==> src/logic/bct_pkg.sv <==
package bct_pkg;

  // Width of the external data and address busses.
  localparam int DATA_W = 16;
  localparam int ADDR_W = 24;
  localparam int FC_W   = 3;

  // Number of flops in each input synchroniser.
  localparam int SYNC_STAGES = 2;

  // Bus states are counted in half clocks; one ref_clk cycle is one bus state here.
  // Termination inputs are first looked at in this state.
  localparam logic [4:0] SAMPLE_STATE = 5'h04;
  // Distance in bus states between the two samples that are compared.
  localparam logic [4:0] LATE_STATES  = 5'h02;

  // Exception vector used for an illegal negation order during a rerun.
  localparam logic [7:0] VEC_ILLEGAL   = 8'h00;
  // Exception vector used for the bus error trap.
  localparam logic [7:0] VEC_BUS_FAULT = 8'h02;

  // Bus cycle sequencer states.
  typedef enum logic [3:0] {
    BCT_IDLE   = 4'b0000,
    BCT_S0     = 4'b0001,
    BCT_S2     = 4'b0010,
    BCT_S3     = 4'b0011,
    BCT_S4     = 4'b0100,
    BCT_S6     = 4'b0101,
    BCT_S7     = 4'b0110,
    BCT_HALTED = 4'b0111,
    BCT_RERUN  = 4'b1000,
    BCT_FAULT  = 4'b1001
  } bct_state_t;

  // How a bus cycle was ended.
  typedef enum logic [2:0] {
    BCT_END_NONE    = 3'b000,
    BCT_END_NORMAL  = 3'b001,
    BCT_END_HALT    = 3'b010,
    BCT_END_FAULT   = 3'b011,
    BCT_END_RETRY   = 3'b100,
    BCT_END_ILLEGAL = 3'b101
  } bct_end_t;

endpackage

==> src/logic/bct_core.sv <==
// Overview of operation
// - Acknowledge alone ends the cycle normally and processing continues.
// - Halt with acknowledge, no fault, ends normally then stops until halt negates.
// - Fault without halt, before or with acknowledge, aborts and takes the trap.
// - Fault with halt, before or with acknowledge, aborts then reruns after halt.
// - Fault arriving two states after a seen acknowledge is ignored; normal end.
// - Termination inputs are judged at even states from state four, N against N+2.
// - During rerun, halt released before fault is illegal; trap through vector zero.
// - During rerun, fault released before halt reruns the aborted cycle.
// - A fault still asserted when the next cycle starts ends it as a fault.
// - Address strobe marks each cycle start; byte strobes mark valid write data.
// - No maximum wait; wait states are added one clock at a time.
// - On writes, direction goes low with address strobe, before data drive.
// - On writes, byte strobes assert only after write data is on the bus.
// - A retry repeats the same function code, address and write data.
// - Read-modify-write cycles are never retried; a fault always traps there.
// - With no acknowledge or fault by state four, stay there and wait.
module bct_core
  import bct_pkg::*;
(
  input  wire logic                ref_clk,
  input  wire logic                sys_rst,
  input  wire logic                req_valid,
  output logic                     req_ready,
  input  wire logic                req_write,
  input  wire logic                req_rmw,
  input  wire logic [FC_W-1:0]     req_fc,
  input  wire logic [ADDR_W-1:0]   req_addr,
  input  wire logic [DATA_W-1:0]   req_wdata,
  input  wire logic [1:0]          req_be,
  output logic                     done_pulse,
  output bct_end_t                 done_kind,
  output logic [DATA_W-1:0]        done_rdata,
  output logic                     trap_pulse,
  output logic [7:0]               trap_vector,
  output logic                     halted,
  input  wire logic                transfer_acknowledge_in_n,
  input  wire logic                bus_fault_in_n,
  input  wire logic                halt_in_n,
  output logic                     address_strobe_out_n,
  output logic                     upper_byte_strobe_n,
  output logic                     lower_byte_strobe_n,
  output logic                     rd_wr_n,
  output logic [FC_W-1:0]          fc_out,
  output logic [ADDR_W-1:0]        addr_out,
  output logic                     addr_oe_n,
  input  wire logic [DATA_W-1:0]   data_in,
  output logic [DATA_W-1:0]        data_out,
  output logic                     data_oe_n
);

  bct_state_t              state_r;
  bct_end_t                kind_r;
  bct_end_t                dec_kind;
  logic                    ack_s;
  logic                    fault_s;
  logic                    halt_s;
  logic                    ack_seen_r;
  logic                    cyc_write_r;
  logic                    cyc_rmw_r;
  logic [FC_W-1:0]         cyc_fc_r;
  logic [ADDR_W-1:0]       cyc_addr_r;
  logic [DATA_W-1:0]       cyc_wdata_r;
  logic [1:0]              cyc_be_r;
  logic                    fault_gone_r;
  logic [2:0]              sync_raw;
  logic [2:0]              sync_out;

  // Far-side inputs are asynchronous, so each gets its own synchroniser.
  assign sync_raw = {transfer_acknowledge_in_n, bus_fault_in_n, halt_in_n};

  genvar gi;
  generate
    for (gi = 0; gi < 3; gi++)
    begin : g_sync
      bct_sync u_sync (
        .ref_clk   (ref_clk),
        .sys_rst   (sys_rst),
        .async_in  (sync_raw[gi]),
        .reset_val (1'b1),
        .sync_out  (sync_out[gi])
      );
    end
  endgenerate

  // Synchronised copies line up with edges of our clock, so the far side need not ensure it.
  assign ack_s   = sync_out[2];
  assign fault_s = sync_out[1];
  assign halt_s  = sync_out[0];

  bct_term_decode u_decode (
    .ack_n_now   (ack_s),
    .fault_n_now (fault_s),
    .halt_n_now  (halt_s),
    .ack_seen    (ack_seen_r),
    .rmw         (cyc_rmw_r),
    .result      (dec_kind)
  );

  // A new request is taken only from idle, and not while halt is held.
  assign req_ready = (state_r == BCT_IDLE) && halt_s;
  assign halted    = (state_r == BCT_HALTED) || (state_r == BCT_RERUN);

  // Capture the cycle so that a retry repeats it exactly.
  always_ff @(posedge ref_clk)
  begin
    if (sys_rst)
    begin
      cyc_write_r <= 1'b0;
      cyc_rmw_r   <= 1'b0;
      cyc_fc_r    <= '0;
      cyc_addr_r  <= '0;
      cyc_wdata_r <= '0;
      cyc_be_r    <= 2'b00;
    end
    else if (req_valid && req_ready)
    begin
      cyc_write_r <= req_write;
      cyc_rmw_r   <= req_rmw;
      cyc_fc_r    <= req_fc;
      cyc_addr_r  <= req_addr;
      cyc_wdata_r <= req_wdata;
      cyc_be_r    <= req_be;
    end
  end

  // Main sequencer; one bus state per clock, waits held in S4 without limit.
  always_ff @(posedge ref_clk)
  begin
    if (sys_rst)
    begin
      state_r      <= BCT_IDLE;
      kind_r       <= BCT_END_NONE;
      ack_seen_r   <= 1'b0;
      fault_gone_r <= 1'b0;
    end
    else
    begin
      case (state_r)
        BCT_IDLE:
        begin
          if (req_valid && req_ready)
            state_r <= BCT_S0;
        end
        BCT_S0:
          state_r <= BCT_S2;
        BCT_S2:
          state_r <= BCT_S3;
        BCT_S3:
          state_r <= BCT_S4;
        BCT_S4:
        begin
          // Judge inputs at state N; a lingering fault ends a new cycle too.
          ack_seen_r <= 1'b0;
          if (!ack_s || !fault_s)
          begin
            ack_seen_r <= fault_s && !ack_s;
            kind_r     <= dec_kind;
            state_r    <= BCT_S6;
          end
          // Neither input yet: stay in S4 adding one-clock waits.
        end
        BCT_S6:
        begin
          // Second look at N+2; a fault after a seen acknowledge is ignored.
          kind_r  <= dec_kind;
          state_r <= BCT_S7;
        end
        BCT_S7:
        begin
          ack_seen_r <= 1'b0;
          case (kind_r)
            BCT_END_HALT:  state_r <= BCT_HALTED;
            BCT_END_RETRY: state_r <= BCT_RERUN;
            BCT_END_FAULT: state_r <= BCT_FAULT;
            default:       state_r <= BCT_IDLE;
          endcase
          fault_gone_r <= 1'b0;
        end
        BCT_HALTED:
        begin
          if (halt_s)
            state_r <= BCT_IDLE;
        end
        BCT_RERUN:
        begin
          // Fault must rise first; halt rising first is the illegal order.
          if (fault_s)
            fault_gone_r <= 1'b1;
          if (halt_s)
          begin
            if (fault_s && fault_gone_r)
              state_r <= BCT_S0;
            else
            begin
              kind_r  <= BCT_END_ILLEGAL;
              state_r <= BCT_FAULT;
            end
          end
        end
        BCT_FAULT:
        begin
          // The trap is taken only once the fault input has been released.
          if (fault_s)
            state_r <= BCT_IDLE;
        end
        default:
          state_r <= BCT_IDLE;
      endcase
    end
  end

  // Completion and trap reporting; trap vector picks bus fault or illegal order.
  always_ff @(posedge ref_clk)
  begin
    if (sys_rst)
    begin
      done_pulse  <= 1'b0;
      done_kind   <= BCT_END_NONE;
      done_rdata  <= '0;
      trap_pulse  <= 1'b0;
      trap_vector <= 8'h00;
    end
    else
    begin
      done_pulse <= 1'b0;
      trap_pulse <= 1'b0;
      if (state_r == BCT_S6 && !cyc_write_r)
        done_rdata <= data_in;
      if (state_r == BCT_S7 && kind_r != BCT_END_RETRY && kind_r != BCT_END_FAULT)
      begin
        done_pulse <= 1'b1;
        done_kind  <= kind_r;
      end
      if (state_r == BCT_FAULT && fault_s)
      begin
        done_pulse  <= 1'b1;
        done_kind   <= kind_r;
        trap_pulse  <= 1'b1;
        trap_vector <= (kind_r == BCT_END_ILLEGAL) ? VEC_ILLEGAL : VEC_BUS_FAULT;
      end
    end
  end

  // Strobes and direction: address strobe from S2, write data at S3, byte strobes at S4 on writes and from S2 on reads.
  always_ff @(posedge ref_clk)
  begin
    if (sys_rst)
    begin
      address_strobe_out_n <= 1'b1;
      upper_byte_strobe_n  <= 1'b1;
      lower_byte_strobe_n  <= 1'b1;
      rd_wr_n              <= 1'b1;
      data_oe_n            <= 1'b1;
      data_out             <= '0;
    end
    else
    begin
      case (state_r)
        BCT_S0:
        begin
          address_strobe_out_n <= 1'b0;
          rd_wr_n              <= !cyc_write_r;
          if (!cyc_write_r)
          begin
            upper_byte_strobe_n <= !cyc_be_r[1];
            lower_byte_strobe_n <= !cyc_be_r[0];
          end
        end
        BCT_S2:
        begin
          if (cyc_write_r)
          begin
            data_out  <= cyc_wdata_r;
            data_oe_n <= 1'b0;
          end
        end
        BCT_S3:
        begin
          if (cyc_write_r)
          begin
            upper_byte_strobe_n <= !cyc_be_r[1];
            lower_byte_strobe_n <= !cyc_be_r[0];
          end
        end
        BCT_S6:
        begin
          address_strobe_out_n <= 1'b1;
          upper_byte_strobe_n  <= 1'b1;
          lower_byte_strobe_n  <= 1'b1;
        end
        BCT_S7:
        begin
          rd_wr_n   <= 1'b1;
          data_oe_n <= 1'b1;
        end
        default:
        begin
          address_strobe_out_n <= address_strobe_out_n;
        end
      endcase
    end
  end

  // Address and function code held from S0 until the bus goes idle.
  assign fc_out    = cyc_fc_r;
  assign addr_out  = cyc_addr_r;
  assign addr_oe_n = (state_r == BCT_IDLE) || (state_r == BCT_HALTED) ||
                     (state_r == BCT_RERUN) || (state_r == BCT_FAULT);

  // Strobes rise together at the end of the cycle.
  chk_strobe_release: assert property (@(posedge ref_clk) disable iff (sys_rst)
    (state_r == BCT_S6) |=> address_strobe_out_n && upper_byte_strobe_n && lower_byte_strobe_n)
    else $error("strobes not released after S6");

  chk_write_order: assert property (@(posedge ref_clk) disable iff (sys_rst)
    $fell(upper_byte_strobe_n) && !rd_wr_n |-> !data_oe_n && !address_strobe_out_n)
    else $error("byte strobe before write data");

  chk_dir_before_data: assert property (@(posedge ref_clk) disable iff (sys_rst)
    $fell(data_oe_n) |-> !rd_wr_n && !$past(rd_wr_n))
    else $error("data driven before direction low");

  chk_wait_state: assert property (@(posedge ref_clk) disable iff (sys_rst)
    (state_r == BCT_S4) && ack_s && fault_s |=> state_r == BCT_S4)
    else $error("left S4 without termination");

  chk_normal_end: assert property (@(posedge ref_clk) disable iff (sys_rst)
    (state_r == BCT_S4) && !ack_s && fault_s && halt_s ##1 halt_s |=>
      (state_r == BCT_S7) && kind_r == BCT_END_NORMAL)
    else $error("normal termination missed");

  chk_retry_repeat: assert property (@(posedge ref_clk) disable iff (sys_rst)
    (state_r == BCT_RERUN) && halt_s && fault_s && fault_gone_r |=> state_r == BCT_S0)
    else $error("rerun did not restart cycle");

  chk_illegal_vec: assert property (@(posedge ref_clk) disable iff (sys_rst)
    trap_pulse && done_kind == BCT_END_ILLEGAL |-> trap_vector == VEC_ILLEGAL)
    else $error("illegal order used wrong vector");

  chk_rmw_noretry: assert property (@(posedge ref_clk) disable iff (sys_rst)
    (state_r == BCT_S7) && cyc_rmw_r |-> kind_r != BCT_END_RETRY)
    else $error("read-modify-write retried");

endmodule // bct_core

==> src/logic/bct_sync.sv <==
// Multi-flop synchroniser for one asynchronous level.
module bct_sync
  import bct_pkg::*;
(
  input  wire logic ref_clk,
  input  wire logic sys_rst,
  input  wire logic async_in,
  input  wire logic reset_val,
  output logic      sync_out
);

  logic [SYNC_STAGES-1:0] chain_r;

  // Only the last flop is seen by any logic; earlier ones may be metastable.
  always_ff @(posedge ref_clk)
  begin
    if (sys_rst)
      chain_r <= {SYNC_STAGES{reset_val}};
    else
      chain_r <= {chain_r[SYNC_STAGES-2:0], async_in};
  end

  assign sync_out = chain_r[SYNC_STAGES-1];

endmodule // bct_sync

==> src/logic/bct_term_decode.sv <==
// Classifies the termination inputs sampled at state N and at N+2.
module bct_term_decode
  import bct_pkg::*;
(
  input  wire logic     ack_n_now,
  input  wire logic     fault_n_now,
  input  wire logic     halt_n_now,
  input  wire logic     ack_seen,
  input  wire logic     rmw,
  output bct_end_t      result
);

  // Inputs are active low; a late fault after a seen acknowledge is ignored.
  always_comb
  begin
    result = BCT_END_NONE;
    if (ack_seen)
      result = halt_n_now ? BCT_END_NORMAL : BCT_END_HALT;
    else if (!fault_n_now && (!halt_n_now) && !rmw)
      result = BCT_END_RETRY;
    else if (!fault_n_now)
      result = BCT_END_FAULT;
    else if (!ack_n_now)
      result = halt_n_now ? BCT_END_NORMAL : BCT_END_HALT;
  end

endmodule // bct_term_decode

==> config.mk <==
export PLATFORM = sky130hd
export DESIGN_NAME = bct_core
export DESIGN_NICKNAME = d
export VERILOG_FILES = /design/src/logic/bct_pkg.sv /design/src/logic/bct_core.sv /design/src/logic/bct_sync.sv /design/src/logic/bct_term_decode.sv
export SDC_FILE = /design/constraint.sdc
export NUM_CORES = 1
export LEC_CHECK = 0
export BUFFER_PORTS_ARGS = -buffer_cell sky130_fd_sc_hd__buf_4
export CORE_ASPECT_RATIO = 0.6
export CORE_UTILIZATION = 49
export CTS_CLUSTER_DIAMETER = 200
export CTS_CLUSTER_SIZE = 24
export DETAILED_ROUTE_END_ITERATION = 8
export GPL_TIMING_DRIVEN = 0
export PLACE_DENSITY = 0.77
export SKIP_LAST_GASP = 1
export SYNTH_ARGS = -nofsm -noshare
export SYNTH_HDL_FRONTEND = slang
export SYNTH_SLANG_ARGS = --single-unit
==> constraint.sdc <==
create_clock -name ref_clk -period 1.9 [get_ports ref_clk]
set_input_delay 0.19 -clock ref_clk [delete_from_list [all_inputs] [get_ports ref_clk]]
set_output_delay 0.19 -clock ref_clk [all_outputs]
set_load 0.1 [all_outputs]
==> impl_metrics.csv <==
group,metric,value,unit
clock_network,clk_pin_slew_worst_paths,0.06,ns
floorplan,ios,149,
clock_network,cts_sinks,105,
sta,drv_slew,0,
sta,clock.fmax,0.533,GHz
critical_path,startpoint,"state_r[2]",
synth,synth_top_cells_by_count,"nand2_1 (135), dfxtp_1 (105), a21oi_1 (78)",
global_routing,grt_pass1_vias,3757,
sta,min_period,1.88,ns
critical_path,slowest_delay,0.55,ns
place,gp_congestion,0.917,
global_routing,antenna_found_initial,0,
critical_path,worstSetupEndpointType,"output port",
synth,ys.flop_type,"dfxtp_1",
synth,synth_most_common_cell,"nand2_1",
floorplan,core_area,8040,um2
synth,yosysWarnings,0,
route,dr.first_iter.drc_count,330,
route,drt_first_pass_iters,5,
place,placed_cell_area,5360,um2
synth,ys_ff_latch,105,
critical_path,critPathMaxFanout,10,
synth,synthDominantCellAreaShare,0.507,
critical_path,r2r_setup_slack,0.16,ns
critical_path,path_class,"reg -> out",
power_and_ir_drop,power.density,1430,nW/um2
critical_path,crit_arrival,1.69,ns
sta,timing.hold.ws,0.0258,ns
critical_path,crit_chain,"buf_2, or4b_4, o21ai_4, buf_12",
floorplan,start_util,0.516,
run_status,status,"finished clean",
critical_path,cp-endpoint,"halted",
synth,synthTopCellsByArea,"dfxtp_1 (51%), nand2_1 (12%), a21oi_1 (9.4%)",
floorplan,fp.dieArea,8850,um2
sta,skew,0.00426,ns
final_layout,seqCellArea,2100,um2
critical_path,cp.depth,4,
critical_path,cp_slowest_cell,"or4b_4",
sta,hold_viol,0,
critical_path,r2r_start,"g_sync[1].u_sync.chain_r[1]",
critical_path,critPathRequiredTime,1.71,ns
route,routed_wl,11.1,mm
clock_network,numCtsBuffers,9,
clock_network,cts_tree,"yes",
synth,ys_seq_area_frac,0.507,
critical_path,rr_worst_depth,5,
synth,synth_largest_area_cell,"dfxtp_1",
place,io_buffers,141,
final_layout,nets,728,
route,vias_per_cell,5.30,
synth,ys_types,53,
sta,max_slew.worst_pin.slew,0.556,ns
global_routing,grt_use_total,0.262,
clock_network,htreeDepth,3,
floorplan,die_y,73.3,um
place,post-dp-hpwl,8.36,mm
power_and_ir_drop,vdd_ir_drop_max,0.724,mV
clock_network,clockBufferDepth,2,
synth,syn_area_per_cell,8.36,um2
global_routing,grt_max_degree,16,
route,drcViolationCount,0,
route,wire_per_inst,14.4,um
min_path,min_path_type,"in -> reg",
final_layout,multi_input_area,1840,um2
critical_path,cp-start-kind,"register",
power_and_ir_drop,power.total,8.11,mW
clock_network,clock_latency,0.34,ns
final_layout,nFillCells,658,
synth,synth_edf_count,0,
final_layout,design_area,5690,um2
floorplan,fp-row-count,25,
sta,slew-limit-headroom,0.629,
floorplan,dieWidth,121,um
route,ant_nets,0,
critical_path,critPathBufInv,2,
sta,finalSetupViolCount,0,
sta,period_share,0.988,
route,vias,4072,
critical_path,path_delay_family,"simple AND/OR/NAND/NOR gates",
synth,syn_area,4150,um2
clock_network,root_buffer,"clkbuf_16",
sta,rsz0062_at_grt,"yes",
final_layout,area_growth,37.1,%
run,drv_cap,0,
final_layout,diodes,0,
synth,syn_inst,496,
global_routing,grt-ovfl-total,0,
power_and_ir_drop,p_leak,2.40,nW
synth,async_reset_ff_frac,0,
global_routing,grt_pass1_wl,18.0,mm
final_layout,drive_above_1_share,0.300,
critical_path,r2r-end,"state_r[3]",
[layout by cell type, fill, tap and decap left out, types with 3 or more instances in the layout]
cell type    n
and3_1       4
clkbuf_16    9
a21oi_1     78
nor2b_1      7
nand2_1    135
nand3_1      8
nand4_1      3
nor3_1       3
o21ai_0      9
buf_2        8
dfxtp_1    105
and4_1       3
nor2_1      24
conb_1       7
nand2b_1     5
clkbuf_1    19
or2_2        6
mux2i_1     16
buf_6        3
o21ai_1      7
buf_4      157
[where the power goes]
| part | switching (mW) | total (mW) | internal, mW |
|---|---|---|---|
| combinational | 2.73 | 3.75 | 1.02 |
| clock | 0.773 | 1.64 | 0.867 |
| sequential | 0.201 | 2.72 | 2.52 |
| total | 3.71 | 8.11 | 4.40 |
[how the worst min path moves through the flow]
| stage | from | end | slack [ns] | cells past startpoint |
|---|---|---|---|---|
| 6_report | halt_in_n | g_sync[0].u_sync.chain_r[0] | 0.03 | 2 |
| 5_1_grt | transfer_acknowledge_in_n | g_sync[2].u_sync.chain_r[0] | 0.03 | 2 |
| 4_1_cts | halt_in_n | g_sync[0].u_sync.chain_r[0] | 0.02 | 2 |
| 3_5_place_dp | halt_in_n | g_sync[0].u_sync.chain_r[0] | 0.38 | 2 |
| 3_3_place_gp | halt_in_n | g_sync[0].u_sync.chain_r[0] | 0.38 | 2 |
| 2_1_floorplan | halt_in_n | g_sync[0].u_sync.chain_r[0] | 0.29 | 1 |
[area by class of cell]
| cell class | count | area share |
|---|---|---|
| tap | 108 | 0.0238 |
| multi-input combinational | 352 | 0.324 |
| clock inverter | 3 | 0.00374 |
| clock buffer | 10 | 0.0403 |
| inverter | 3 | 0.00198 |
| sequential | 105 | 0.370 |
| buffer | 42 | 0.0407 |
| timing repair buffer | 146 | 0.196 |
[sequential cells by signal, summed over array words and instances (netlist names)]
name,count
cyc_wdata_r,16
upper_byte_strobe_n,1
data_out,16
cyc_write_r,1
done_kind,3
state_r,4
addr_out,24
cyc_rmw_r,1
trap_pulse,1
done_rdata,16
done_pulse,1
address_strobe_out_n,1
trap_vector,1
g_sync.u_sync.chain_r,6
fault_gone_r,1
data_oe_n,1
fc_out,3
lower_byte_strobe_n,1
ack_seen_r,1
rd_wr_n,1
cyc_be_r,2
kind_r,3
[routing by layer]
metal | wire length, um | global-route usage
met1 | 4920 | 0.353
met2 | 4940 | 0.407
met3 | 1150 | 0.0986
met4 | 81 | 0.0453
met5 | 0 | 0
[what timing repair did]
item                       4_1_cts  5_1_grt
resized for setup                4        6
setup endpoints to repair        2        4
hold buffers                     0        0
pin swaps                        0        2
setup buffers                    0        5
[cells by family after synthesis]
kind of cell,synth area share
compound gates,0.158
xor+xnor,0.00211
buf+inv,0.0576
flops,0.507
mux,0.0386
other cells,0.000904
simple gates,0.236
[per-stage QoR]
step           setup WS [ns]   util  cells  setup TNS, ns
2_1_floorplan         -0.468      -    502         -0.936
3_3_place_gp           0.217  0.667    751              0
3_5_place_dp           0.156  0.667    751              0
4_1_cts              -0.0267  0.700    764        -0.0267
5_1_grt              -0.0217  0.707    769        -0.0334
6_report              0.0230  0.707    769              0
Power figures use the tool's default switching activity.
